--- src/inc/ecib_defines.svh ---
`ifndef ECIB_DEFINES_SVH
`define ECIB_DEFINES_SVH

// vector field positions, most significant first
`define ECIB_DIR_BIT 127
`define ECIB_CHAN_HI 126
`define ECIB_CHAN_LO 120
`define ECIB_ADDR_HI 119
`define ECIB_ADDR_LO 72
`define ECIB_TS_HI 71
`define ECIB_TS_LO 24
`define ECIB_IDX_HI 23
`define ECIB_IDX_LO 0

// widths
`define ECIB_BLK_W 128
`define ECIB_EQ_W 64
`define ECIB_ADDR_W 48
`define ECIB_CLK_W 48
`define ECIB_TBL_IDX_W 4
`define ECIB_TBL_DEPTH 16

// reset values
`define ECIB_CLK_RST 48'h0000_0000_0000
`define ECIB_VEC_RST 128'h0
`define ECIB_KEY_RST 128'h0
`define ECIB_ADDR_RST 48'h0000_0000_0000

// direction codes in the top vector bit
`define ECIB_DIR_DOWN 1'h0
`define ECIB_DIR_UP 1'h1

// timing: keystream rounds and fixed pipeline depth in cycles
`define ECIB_ROUNDS 4
`define ECIB_LATENCY 2

`endif

--- src/inc/ecib_pkg.sv ---
package ecib_pkg;

    // kind of each eq word on the stream
    typedef enum logic [1:0] {
        ecib_kind_payload = 2'h0,
        ecib_kind_header = 2'h1,
        ecib_kind_bypass = 2'h2,
        ecib_kind_other = 2'h3
    } ecib_kind_t;

    // message tracking, gray along idle -> payload
    typedef enum logic [1:0] {
        ecib_st_idle = 2'h0,
        ecib_st_payload = 2'h1
    } ecib_state_t;

endpackage

--- src/hdl/ecib_keystream.sv ---
`timescale 1ns/100ps
`include "ecib_defines.svh"

// keyed forward permutation of one counter block
module ecib_keystream
    import ecib_pkg::*;
(
    input wire logic [127:0] counter_block,
    input wire logic [127:0] key,
    output logic [127:0] keystream
);

    // one mixing round on four 32-bit lanes
    function automatic logic [127:0] ecib_round(input logic [127:0] x, input logic [127:0] k, input logic [7:0] rc);
        logic [31:0] a;
        logic [31:0] b;
        logic [31:0] c;
        logic [31:0] d;
        a = x[127:96] ^ k[127:96];
        b = x[95:64] ^ k[95:64];
        c = x[63:32] ^ k[63:32];
        d = x[31:0] ^ k[31:0] ^ {24'h00_0000, rc};
        a = a + b;
        d = {d[15:0], d[31:16]} ^ a;
        c = c + d;
        b = {b[19:0], b[31:20]} ^ c;
        a = a + b;
        d = {d[23:0], d[31:24]} ^ a;
        c = c + d;
        b = {b[24:0], b[31:25]} ^ c;
        return {b, c, d, a};
    endfunction

    // forward direction only, used for both encrypt and decrypt
    always_comb
    begin
        keystream = counter_block;
        for (int r = 0; r < `ECIB_ROUNDS; r++)
        begin
            keystream = ecib_round(keystream, {key[127 - r*8 -: 8], key[119:0]} ^ key, 8'(r + 1));
        end
        keystream = keystream ^ key;
    end

endmodule // ecib_keystream

--- src/hdl/ecib_top.sv ---
`timescale 1ns/100ps
`include "ecib_defines.svh"

// Overview of operation
// - encrypt by xoring forward cipher output of each counter with plaintext
// - decrypt also uses the forward cipher, xored with ciphertext
// - first counter of each envelope payload is the vector built for it
// - each later counter of the same envelope is previous counter plus one
// - odd length: last eq uses upper 64 keystream bits, lower discarded
// - keystream masked per byte so control characters pass through unchanged
// - keystream may be computed ahead once the counter is known
// - receiver vector and counters equal those used by the transmitter
// - counters unique under one key through distinct vectors per envelope
// - transmit vector computed when a start header is seen on transmit
// - receive vector computed when a start header is seen on receive
// - vector built from header contents and the channel index
// - top vector bit gives direction, next seven bits the channel
// - address field holds the encrypting side's station address
// - subscriber decrypt uses the central terminal address it learned
// - central terminal decrypt looks up address from the header link id
// - timestamp latches the cipher clock when the start header is seen
// - cipher clock steps with the mpcp clock but is its own counter
// - block number cleared at header, plus one per later counter block
// - cipher block is 128 bits carrying two 64-bit eqs
// - headers and inter-envelope characters bypass the cipher
// - cipher clock is a 48-bit counter
module ecib_top
    import ecib_pkg::*;
(
    input wire logic clk,
    input wire logic rst_b,
    input wire logic cipher_enable,
    input wire logic path_is_rx,
    input wire logic is_central_terminal,
    input wire logic [6:0] channel_number,
    input wire logic [47:0] own_station_address,
    input wire logic [47:0] learned_station_address,
    input wire logic tbl_write,
    input wire logic [3:0] tbl_index,
    input wire logic [47:0] tbl_address,
    input wire logic mpcp_tick,
    input wire logic cipher_clock_load,
    input wire logic [47:0] cipher_clock_value,
    input wire logic [127:0] key_in,
    input wire logic in_valid,
    input wire ecib_kind_t in_kind,
    input wire logic [63:0] in_data,
    input wire logic [7:0] in_ctrl_mask,
    input wire logic [15:0] in_llid,
    output logic out_valid,
    output ecib_kind_t out_kind,
    output logic [63:0] out_data,
    output logic [127:0] counter_block_out,
    output logic [47:0] cipher_clock_out
);

    ////////////////////////////////////////////////////////////////////////////
    // cipher clock

    logic [47:0] cipher_clk_ff;
    logic [47:0] nxt_cipher_clk;

    // own 48-bit counter, stepped by the mpcp tick enable
    always_comb
    begin
        nxt_cipher_clk = cipher_clk_ff;
        if (cipher_clock_load)
        begin
            nxt_cipher_clk = cipher_clock_value;
        end
        else if (mpcp_tick)
        begin
            nxt_cipher_clk = cipher_clk_ff + 48'h0000_0000_0001;
        end
    end

    always_ff @(posedge clk)
    begin
        if (!rst_b)
        begin
            cipher_clk_ff <= `ECIB_CLK_RST;
        end
        else
        begin
            cipher_clk_ff <= nxt_cipher_clk;
        end
    end

    ////////////////////////////////////////////////////////////////////////////
    // link id to station address table

    logic [47:0] addr_tbl_ff [`ECIB_TBL_DEPTH];
    logic [47:0] nxt_addr_tbl [`ECIB_TBL_DEPTH];
    logic [47:0] table_station_address;

    // flop storage written from the management side
    always_comb
    begin
        nxt_addr_tbl = addr_tbl_ff;
        if (tbl_write)
        begin
            nxt_addr_tbl[tbl_index] = tbl_address;
        end
        table_station_address = addr_tbl_ff[in_llid[`ECIB_TBL_IDX_W-1:0]];
    end

    always_ff @(posedge clk)
    begin
        if (!rst_b)
        begin
            for (int i = 0; i < `ECIB_TBL_DEPTH; i++)
            begin
                addr_tbl_ff[i] <= `ECIB_ADDR_RST;
            end
        end
        else
        begin
            addr_tbl_ff <= nxt_addr_tbl;
        end
    end

    ////////////////////////////////////////////////////////////////////////////
    // vector builder

    logic [127:0] built_vector;

    // header context and channel in, vector out
    ecib_vector_builder u_vector_builder (
        .is_central_terminal(is_central_terminal),
        .path_is_rx(path_is_rx),
        .channel_number(channel_number),
        .own_station_address(own_station_address),
        .learned_station_address(learned_station_address),
        .table_station_address(table_station_address),
        .header_timestamp_field(cipher_clk_ff),
        .initial_counter_vector(built_vector)
    );

    ////////////////////////////////////////////////////////////////////////////
    // message tracking: counter, half select, key

    ecib_state_t state_ff;
    ecib_state_t nxt_state;
    logic [127:0] counter_ff;
    logic [127:0] nxt_counter;
    logic half_ff;
    logic nxt_half;
    logic [127:0] key_ff;
    logic [127:0] nxt_key;
    logic is_header;
    logic is_payload;

    assign is_header = in_valid && (in_kind == ecib_kind_header);
    assign is_payload = in_valid && (in_kind == ecib_kind_payload);

    // header loads vector and key, payload words walk the counter
    always_comb
    begin
        nxt_state = state_ff;
        nxt_counter = counter_ff;
        nxt_half = half_ff;
        nxt_key = key_ff;
        unique case (state_ff)
            ecib_st_idle:
            begin
                if (is_header)
                begin
                    nxt_state = ecib_st_payload;
                end
            end
            ecib_st_payload:
            begin
                if (is_payload)
                begin
                    nxt_half = ~half_ff;
                    if (half_ff)
                    begin
                        nxt_counter = counter_ff + 128'h1;
                    end
                end
            end
            default:
            begin
                nxt_state = ecib_st_idle;
            end
        endcase
        if (is_header)
        begin
            nxt_counter = built_vector;
            nxt_half = 1'h0;
            nxt_key = key_in;
        end
    end

    always_ff @(posedge clk)
    begin
        if (!rst_b)
        begin
            state_ff <= ecib_st_idle;
            counter_ff <= `ECIB_VEC_RST;
            half_ff <= 1'h0;
            key_ff <= `ECIB_KEY_RST;
        end
        else
        begin
            state_ff <= nxt_state;
            counter_ff <= nxt_counter;
            half_ff <= nxt_half;
            key_ff <= nxt_key;
        end
    end

    ////////////////////////////////////////////////////////////////////////////
    // keystream, ready before the payload word arrives

    logic [127:0] keystream;

    // forward cipher on the live counter
    ecib_keystream u_keystream (
        .counter_block(counter_ff),
        .key(key_ff),
        .keystream(keystream)
    );

    ////////////////////////////////////////////////////////////////////////////
    // stage one: capture word and its keystream half

    logic s1_valid_ff;
    logic nxt_s1_valid;
    ecib_kind_t s1_kind_ff;
    ecib_kind_t nxt_s1_kind;
    logic [63:0] s1_data_ff;
    logic [63:0] nxt_s1_data;
    logic [63:0] s1_ks_ff;
    logic [63:0] nxt_s1_ks;
    logic s1_cipher_ff;
    logic nxt_s1_cipher;

    // expand per-byte control flags into a keep mask
    function automatic logic [63:0] ecib_byte_keep(input logic [7:0] ctrl);
        logic [63:0] m;
        m = 64'h0;
        for (int b = 0; b < 8; b++)
        begin
            m[b*8 +: 8] = ctrl[b] ? 8'h00 : 8'hff;
        end
        return m;
    endfunction

    // pick upper half first, lower half second
    always_comb
    begin
        nxt_s1_valid = in_valid;
        nxt_s1_kind = in_kind;
        nxt_s1_data = in_data;
        nxt_s1_ks = half_ff ? keystream[63:0] : keystream[127:64];
        nxt_s1_ks = nxt_s1_ks & ecib_byte_keep(in_ctrl_mask);
        nxt_s1_cipher = is_payload && cipher_enable && (state_ff == ecib_st_payload);
    end

    always_ff @(posedge clk)
    begin
        if (!rst_b)
        begin
            s1_valid_ff <= 1'h0;
            s1_kind_ff <= ecib_kind_other;
            s1_data_ff <= 64'h0;
            s1_ks_ff <= 64'h0;
            s1_cipher_ff <= 1'h0;
        end
        else
        begin
            s1_valid_ff <= nxt_s1_valid;
            s1_kind_ff <= nxt_s1_kind;
            s1_data_ff <= nxt_s1_data;
            s1_ks_ff <= nxt_s1_ks;
            s1_cipher_ff <= nxt_s1_cipher;
        end
    end

    ////////////////////////////////////////////////////////////////////////////
    // stage two: xor or pass, same depth either way

    logic out_valid_ff;
    logic nxt_out_valid;
    ecib_kind_t out_kind_ff;
    ecib_kind_t nxt_out_kind;
    logic [63:0] out_data_ff;
    logic [63:0] nxt_out_data;
    logic [127:0] counter_out_ff;
    logic [47:0] clock_out_ff;

    // bypass words and disabled mode pass unchanged
    always_comb
    begin
        nxt_out_valid = s1_valid_ff;
        nxt_out_kind = s1_kind_ff;
        nxt_out_data = s1_data_ff;
        if (s1_cipher_ff)
        begin
            nxt_out_data = s1_data_ff ^ s1_ks_ff;
        end
    end

    always_ff @(posedge clk)
    begin
        if (!rst_b)
        begin
            out_valid_ff <= 1'h0;
            out_kind_ff <= ecib_kind_other;
            out_data_ff <= 64'h0;
            counter_out_ff <= `ECIB_VEC_RST;
            clock_out_ff <= `ECIB_CLK_RST;
        end
        else
        begin
            out_valid_ff <= nxt_out_valid;
            out_kind_ff <= nxt_out_kind;
            out_data_ff <= nxt_out_data;
            counter_out_ff <= counter_ff;
            clock_out_ff <= cipher_clk_ff;
        end
    end

    // outputs straight from flops
    assign out_valid = out_valid_ff;
    assign out_kind = out_kind_ff;
    assign out_data = out_data_ff;
    assign counter_block_out = counter_out_ff;
    assign cipher_clock_out = clock_out_ff;

endmodule // ecib_top

--- src/hdl/ecib_vector_builder.sv ---
`timescale 1ns/100ps
`include "ecib_defines.svh"

// builds the initial counter vector from header context
module ecib_vector_builder
    import ecib_pkg::*;
(
    input wire logic is_central_terminal,
    input wire logic path_is_rx,
    input wire logic [6:0] channel_number,
    input wire logic [47:0] own_station_address,
    input wire logic [47:0] learned_station_address,
    input wire logic [47:0] table_station_address,
    input wire logic [47:0] header_timestamp_field,
    output logic [127:0] initial_counter_vector
);

    logic lane_dir;
    logic [47:0] source_station_address;

    // direction: central terminal sends down, subscriber sends up
    always_comb
    begin
        lane_dir = is_central_terminal ? path_is_rx : ~path_is_rx;
        if (!path_is_rx)
        begin
            source_station_address = own_station_address;
        end
        else if (is_central_terminal)
        begin
            source_station_address = table_station_address;
        end
        else
        begin
            source_station_address = learned_station_address;
        end
    end

    // field packing, block number starts at zero
    always_comb
    begin
        initial_counter_vector = `ECIB_VEC_RST;
        initial_counter_vector[`ECIB_DIR_BIT] = lane_dir;
        initial_counter_vector[`ECIB_CHAN_HI:`ECIB_CHAN_LO] = channel_number;
        initial_counter_vector[`ECIB_ADDR_HI:`ECIB_ADDR_LO] = source_station_address;
        initial_counter_vector[`ECIB_TS_HI:`ECIB_TS_LO] = header_timestamp_field;
        initial_counter_vector[`ECIB_IDX_HI:`ECIB_IDX_LO] = 24'h00_0000;
    end

endmodule // ecib_vector_builder

--- config.mk ---
export PLATFORM = sky130hd
export DESIGN_NAME = ecib_top
export DESIGN_NICKNAME = d
export VERILOG_FILES = /design/src/inc/ecib_pkg.sv /design/src/hdl/ecib_keystream.sv /design/src/hdl/ecib_top.sv /design/src/hdl/ecib_vector_builder.sv
export VERILOG_INCLUDE_DIRS = /design/src /design/src/inc
export SDC_FILE = /design/constraint.sdc
export NUM_CORES = 2
export LEC_CHECK = 0
export ABC_AREA = 1
export BUFFER_PORTS_ARGS = -buffer_cell sky130_fd_sc_hd__buf_4
export CORE_MARGIN = 2
export CORE_UTILIZATION = 50
export CTS_BUF_LIST = sky130_fd_sc_hd__clkbuf_4
export DETAILED_ROUTE_END_ITERATION = 8
export GPL_ROUTABILITY_DRIVEN = 0
export GPL_TIMING_DRIVEN = 0
export PLACE_DENSITY_LB_ADDON = 0.15
export SLEW_MARGIN = 20
export SYNTH_ARGS = -nofsm -noshare
export SYNTH_HDL_FRONTEND = slang
export SYNTH_HIERARCHICAL = 1
export SYNTH_SLANG_ARGS = --single-unit
--- constraint.sdc ---
create_clock -name clk -period 20.8 [get_ports clk]
set_clock_uncertainty 0.1 [all_clocks]
set_input_delay 4.16 -clock clk [delete_from_list [all_inputs] [get_ports clk]]
set_output_delay 4.16 -clock clk [all_outputs]
set_load 0.02 [all_outputs]
==> impl_metrics.ini, run 1 <==
[floorplanning]
rows = 157
die_x_um = 434
boundaryPins = 673
initial_core_util = 0.503
die_y_um = 434

[run_status]
status = stopped before the end
stop_stage = global routing
firstError = [ERROR GRT-0232] Routing congestion too high. Check the congestion heatmap in the GUI.

[yosys]
synth_flop_cell = dfxtp_1
synth_cell_types = 80
synth-edff-count = 0
synthesis.area_mm2 = 0.0922
postSynth.asyncResetShare = 0
ys_seq_area_frac = 0.315
synth.avg_cell_area_um2 = 6.74
synthCells = 13700
synth-seq-cells = 1449
yosys_warnings = 6

[grt]
grt_max_degree = 17
grt_usage = 0.694
grt.overflow.total = 557

[clocking]
cts_hold_buf = 0
max-clock-path-buffers = 4
clock_sinks = 1449
cts_buffers = 397
cts-root-buf = clkbuf_4
cts-htree-levels = 5

[placed_design]
place_ws_ps = -7910
port_buffers = 647
hpwlAfterDp_um = 352000
cell usage after synthesis, drive strengths merged, types with 31 or more instances:
| master | n | area share |
|---|---|---|
| a22oi | 31 | 0.0025 |
| o211ai | 73 | 0.0061 |
| inv | 1184 | 0.048 |
| dfxtp | 1449 | 0.31 |
| mux2i | 81 | 0.0088 |
| buf | 212 | 0.014 |
| nor3 | 32 | 0.0018 |
| nor2 | 2907 | 0.12 |
| or2 | 39 | 0.0026 |
| xnor2 | 271 | 0.027 |
| a31oi | 39 | 0.0028 |
| nand4 | 39 | 0.0026 |
| o21bai | 40 | 0.0033 |
| clkbuf | 516 | 0.021 |
| ha | 445 | 0.060 |
| xor2 | 810 | 0.079 |
| o22ai | 53 | 0.0036 |
| nand3 | 595 | 0.033 |
| a21oi | 798 | 0.044 |
| o21ai | 1435 | 0.079 |
| o221ai | 140 | 0.013 |
| nand2 | 2336 | 0.097 |
through the flow:
stage	area [um^2]	util	std cells
after floorplan	92400	-	13700
after global placement	100000	0.547	16800
after detailed placement	100000	0.547	16800
after CTS	119000	0.647	18000
cell families after synthesis:
family,Yosys count,synth area share
simple gates,5973,0.260
fa+ha+maj,458,0.0632
xor+xnor,1083,0.106
flops,1449,0.315
buf+inv,1914,0.0838
mux,81,0.00879
other cells,1,0.0000407
compound gates,2718,0.164
what timing repair did:
action | in CTS
pin swaps | 469
resized for setup | 1441
setup buffers | 548
cloned | 0
endpoints found under the setup margin | 64
routing by layer:
metal / overflow / GRT usage
met5: 4 / 0.349
met1: 26 / 0.720
met3: 32 / 0.592
met2: 310 / 0.820
met4: 185 / 0.598
==> run 2: changes to the inputs <==
--- a/config.mk
+++ b/config.mk
@@ -9,8 +9,7 @@
 export ABC_AREA = 1
 export BUFFER_PORTS_ARGS = -buffer_cell sky130_fd_sc_hd__buf_4
 export CORE_MARGIN = 2
-export CORE_UTILIZATION = 50
-export CTS_BUF_LIST = sky130_fd_sc_hd__clkbuf_4
+export CORE_UTILIZATION = 35
 export DETAILED_ROUTE_END_ITERATION = 8
 export GPL_ROUTABILITY_DRIVEN = 0
 export GPL_TIMING_DRIVEN = 0
==> constraint.sdc (replaced) <==
create_clock -name clk -period 27 [get_ports clk]
set_clock_uncertainty 0.1 [all_clocks]
set_input_delay 5.4 -clock clk [delete_from_list [all_inputs] [get_ports clk]]
set_output_delay 5.4 -clock clk [all_outputs]
set_load 0.02 [all_outputs]
==> run 2 against run 1 <==
Effect of this change: the flow now finishes without violations; area after synthesis did not move; synthesized cell count did not move.
==> impl_metrics.ini, run 2 <==
[run_status]
status = completed

[detailed_routing]
drt_iter0_markers = 13100
route.detailed.wl_per_inst_um = 25.8
drtAntennaViolNets = 0
routed_wirelength_um = 473000
vias = 100000
drcViolationCount = 0
first_pass_iters = 7
viasPerCell = 5.46

[sta]
worst_pin_slew_ps = 1330
layout_setup_ws_ps = 482
slew_headroom = 0.113
final_max_slew_viol_count = 0
hold_viol = 0
period_share = 0.982
setup_viol = 0
rsz0062_at_grt = yes
fmax_mhz = 37.7
min_period_ps = 26520

[yosys]
synth_area_leaders = dfxtp_1 31%, nor2_1 12%, nand2_1 9.3%
synth_common_cells = 2870 x nor2_1, 2282 x nand2_1, 1449 x dfxtp_1
synth_cell_types = 80
synth_top_area_cell = dfxtp_1
synth.avg_cell_area_um2 = 6.74
synth_flop_cell = dfxtp_1
ys_seq_area_frac = 0.315
synth_top_area_share = 0.315
synthesis.area_mm2 = 0.0922
synthCells = 13700
postSynth.asyncResetShare = 0
synthMostInstantiatedCell = nor2_1
synth-seq-cells = 1449
yosys_warnings = 6
synth-edff-count = 0

[critical_path]
crit_fanout = 7
critical_path.most_common_cell = nand2_1
slowest_stage = dfxtp_1
path_class = reg -> reg
crit_path_end_kind = flip-flop
reg2reg_depth = 116
slowest_delay_ps = 780
arrival_ps = 27150
cp.required_ps = 27630
crit_path_start_kind = flip-flop

[cells_and_area]
nNetsFinal = 15500
largest-register = addr_tbl_ff
area_delta_synth_final_pct = 21.5
drive_gt1_frac = 0.133
final_core_util = 0.427
mostFrequentLayoutCell = nor2_1
largest_reg_flops = 768
final_cell_mix = 2867 x nor2_1, 2267 x nand2_1, 1440 x dfxtp_1, 1296 x o21ai_0, 1156 x inv_1

[placed_design]
place_ws_ps = -3300
hpwlAfterDp_um = 383000
port_buffers = 647

[floorplanning]
die_x_um = 517
initial_core_util = 0.352
die_area_mm2 = 0.268
die_y_um = 517
core_mm2 = 0.262
boundaryPins = 673
rows = 188

[grt]
grt.overflow.total = 0
grt_max_degree = 17
grt_pass1_wl_um = 651000
grt_usage = 0.338
grt_pass1_vias = 90400
antenna_found_initial = 35

[clocking]
cts-root-buf = clkbuf_16
clk-insertion-delay-late_ps = 860
cts_buffers = 165
clock_sinks = 1449
cts_tree = built
clkSlewWorstSetupHoldPaths_ps = 60
cts-htree-levels = 4
max-clock-path-buffers = 3

[flow_run]
maxCapViolations = 0

[worst_hold_path]
hold_depth = 1
hp-class = reg -> reg
run 2: cell counts after synthesis:
Identical to the previous run, type by type.
run 2: layout make-up:
cell class	instances	area (um^2)
inverters	1186	4460
well taps	3515	4400
diodes	23	57.6
multi-input cells	10300	59700
fillers	27900	150000
plain buffers	728	3290
flip-flops and latches	1449	29000
clock buffers	241	4740
clock inverters	50	558
repair buffers	767	5840
run 2: what timing repair did:
item | 4_1_cts | 5_1_grt
gates resized for setup | 190 | 408
hold buffers | 0 | 0
buffers inserted | 19 | 98
endpoints found under the setup margin | 50 | 38
pin swaps | 10 | 85
run 2: logic make-up after synthesis:
group / Yosys count / share of synthesized area
fa+ha+maj: 458 / 0.0632
compound gates: 2718 / 0.164
mux: 81 / 0.00879
other cells: 1 / 0.0000407
simple gates: 5973 / 0.260
flops: 1449 / 0.315
buf+inv: 1914 / 0.0838
xor+xnor: 1083 / 0.106
run 2: stage by stage:
stage          hold slack [ps]  instance area [um^2]  cells  setup TNS (ps)
6_report                   312                112000  18300               0
5_1_grt                    335                112000  18300           -1040
4_1_cts                    316                109000  18200           -25.5
3_5_place_dp               302                102000  17900          -72020
3_3_place_gp               301                102000  17900          -74630
2_1_floorplan              290                 92300  13700               0
run 2: path summary, 6_finish.rpt:
check | start | endpoint | slack [ps]
worst max-delay path | counter_ff[72] | s1_ks_ff[59] | 480
worst min-delay path | nxt_out_kind[1] | out_kind[1] | 310
worst max register to register | counter_ff[72] | s1_ks_ff[59] | 480
worst min register to register | nxt_out_kind[1] | out_kind[1] | 310
run 2: layer usage:
metal | up-vias | GRT usage | part of all wire
met5 | - | 0 | 0.00022
met4 | 18 | 0.176 | 0.060
met3 | 1089 | 0.0878 | 0.12
met2 | 5629 | 0.498 | 0.42
met1 | 47400 | 0.451 | 0.41
li1 | 45900 | - | -
run 2: critical path, delay by kind of cell, from the launching register on:
kind,cells,cell delay [ps]
buffers and inverters,8,1090
and+or+nand+nor,32,3910
DFF,1,780
AOI/OAI and AO/OA,39,7070
adders and majority gates,12,4390
xor gates and xnor gates,25,9020
Power of run 2 is left out: the tool's default activity adds up to more than one toggle a clock period on the data nets, which glitch-free logic cannot reach.
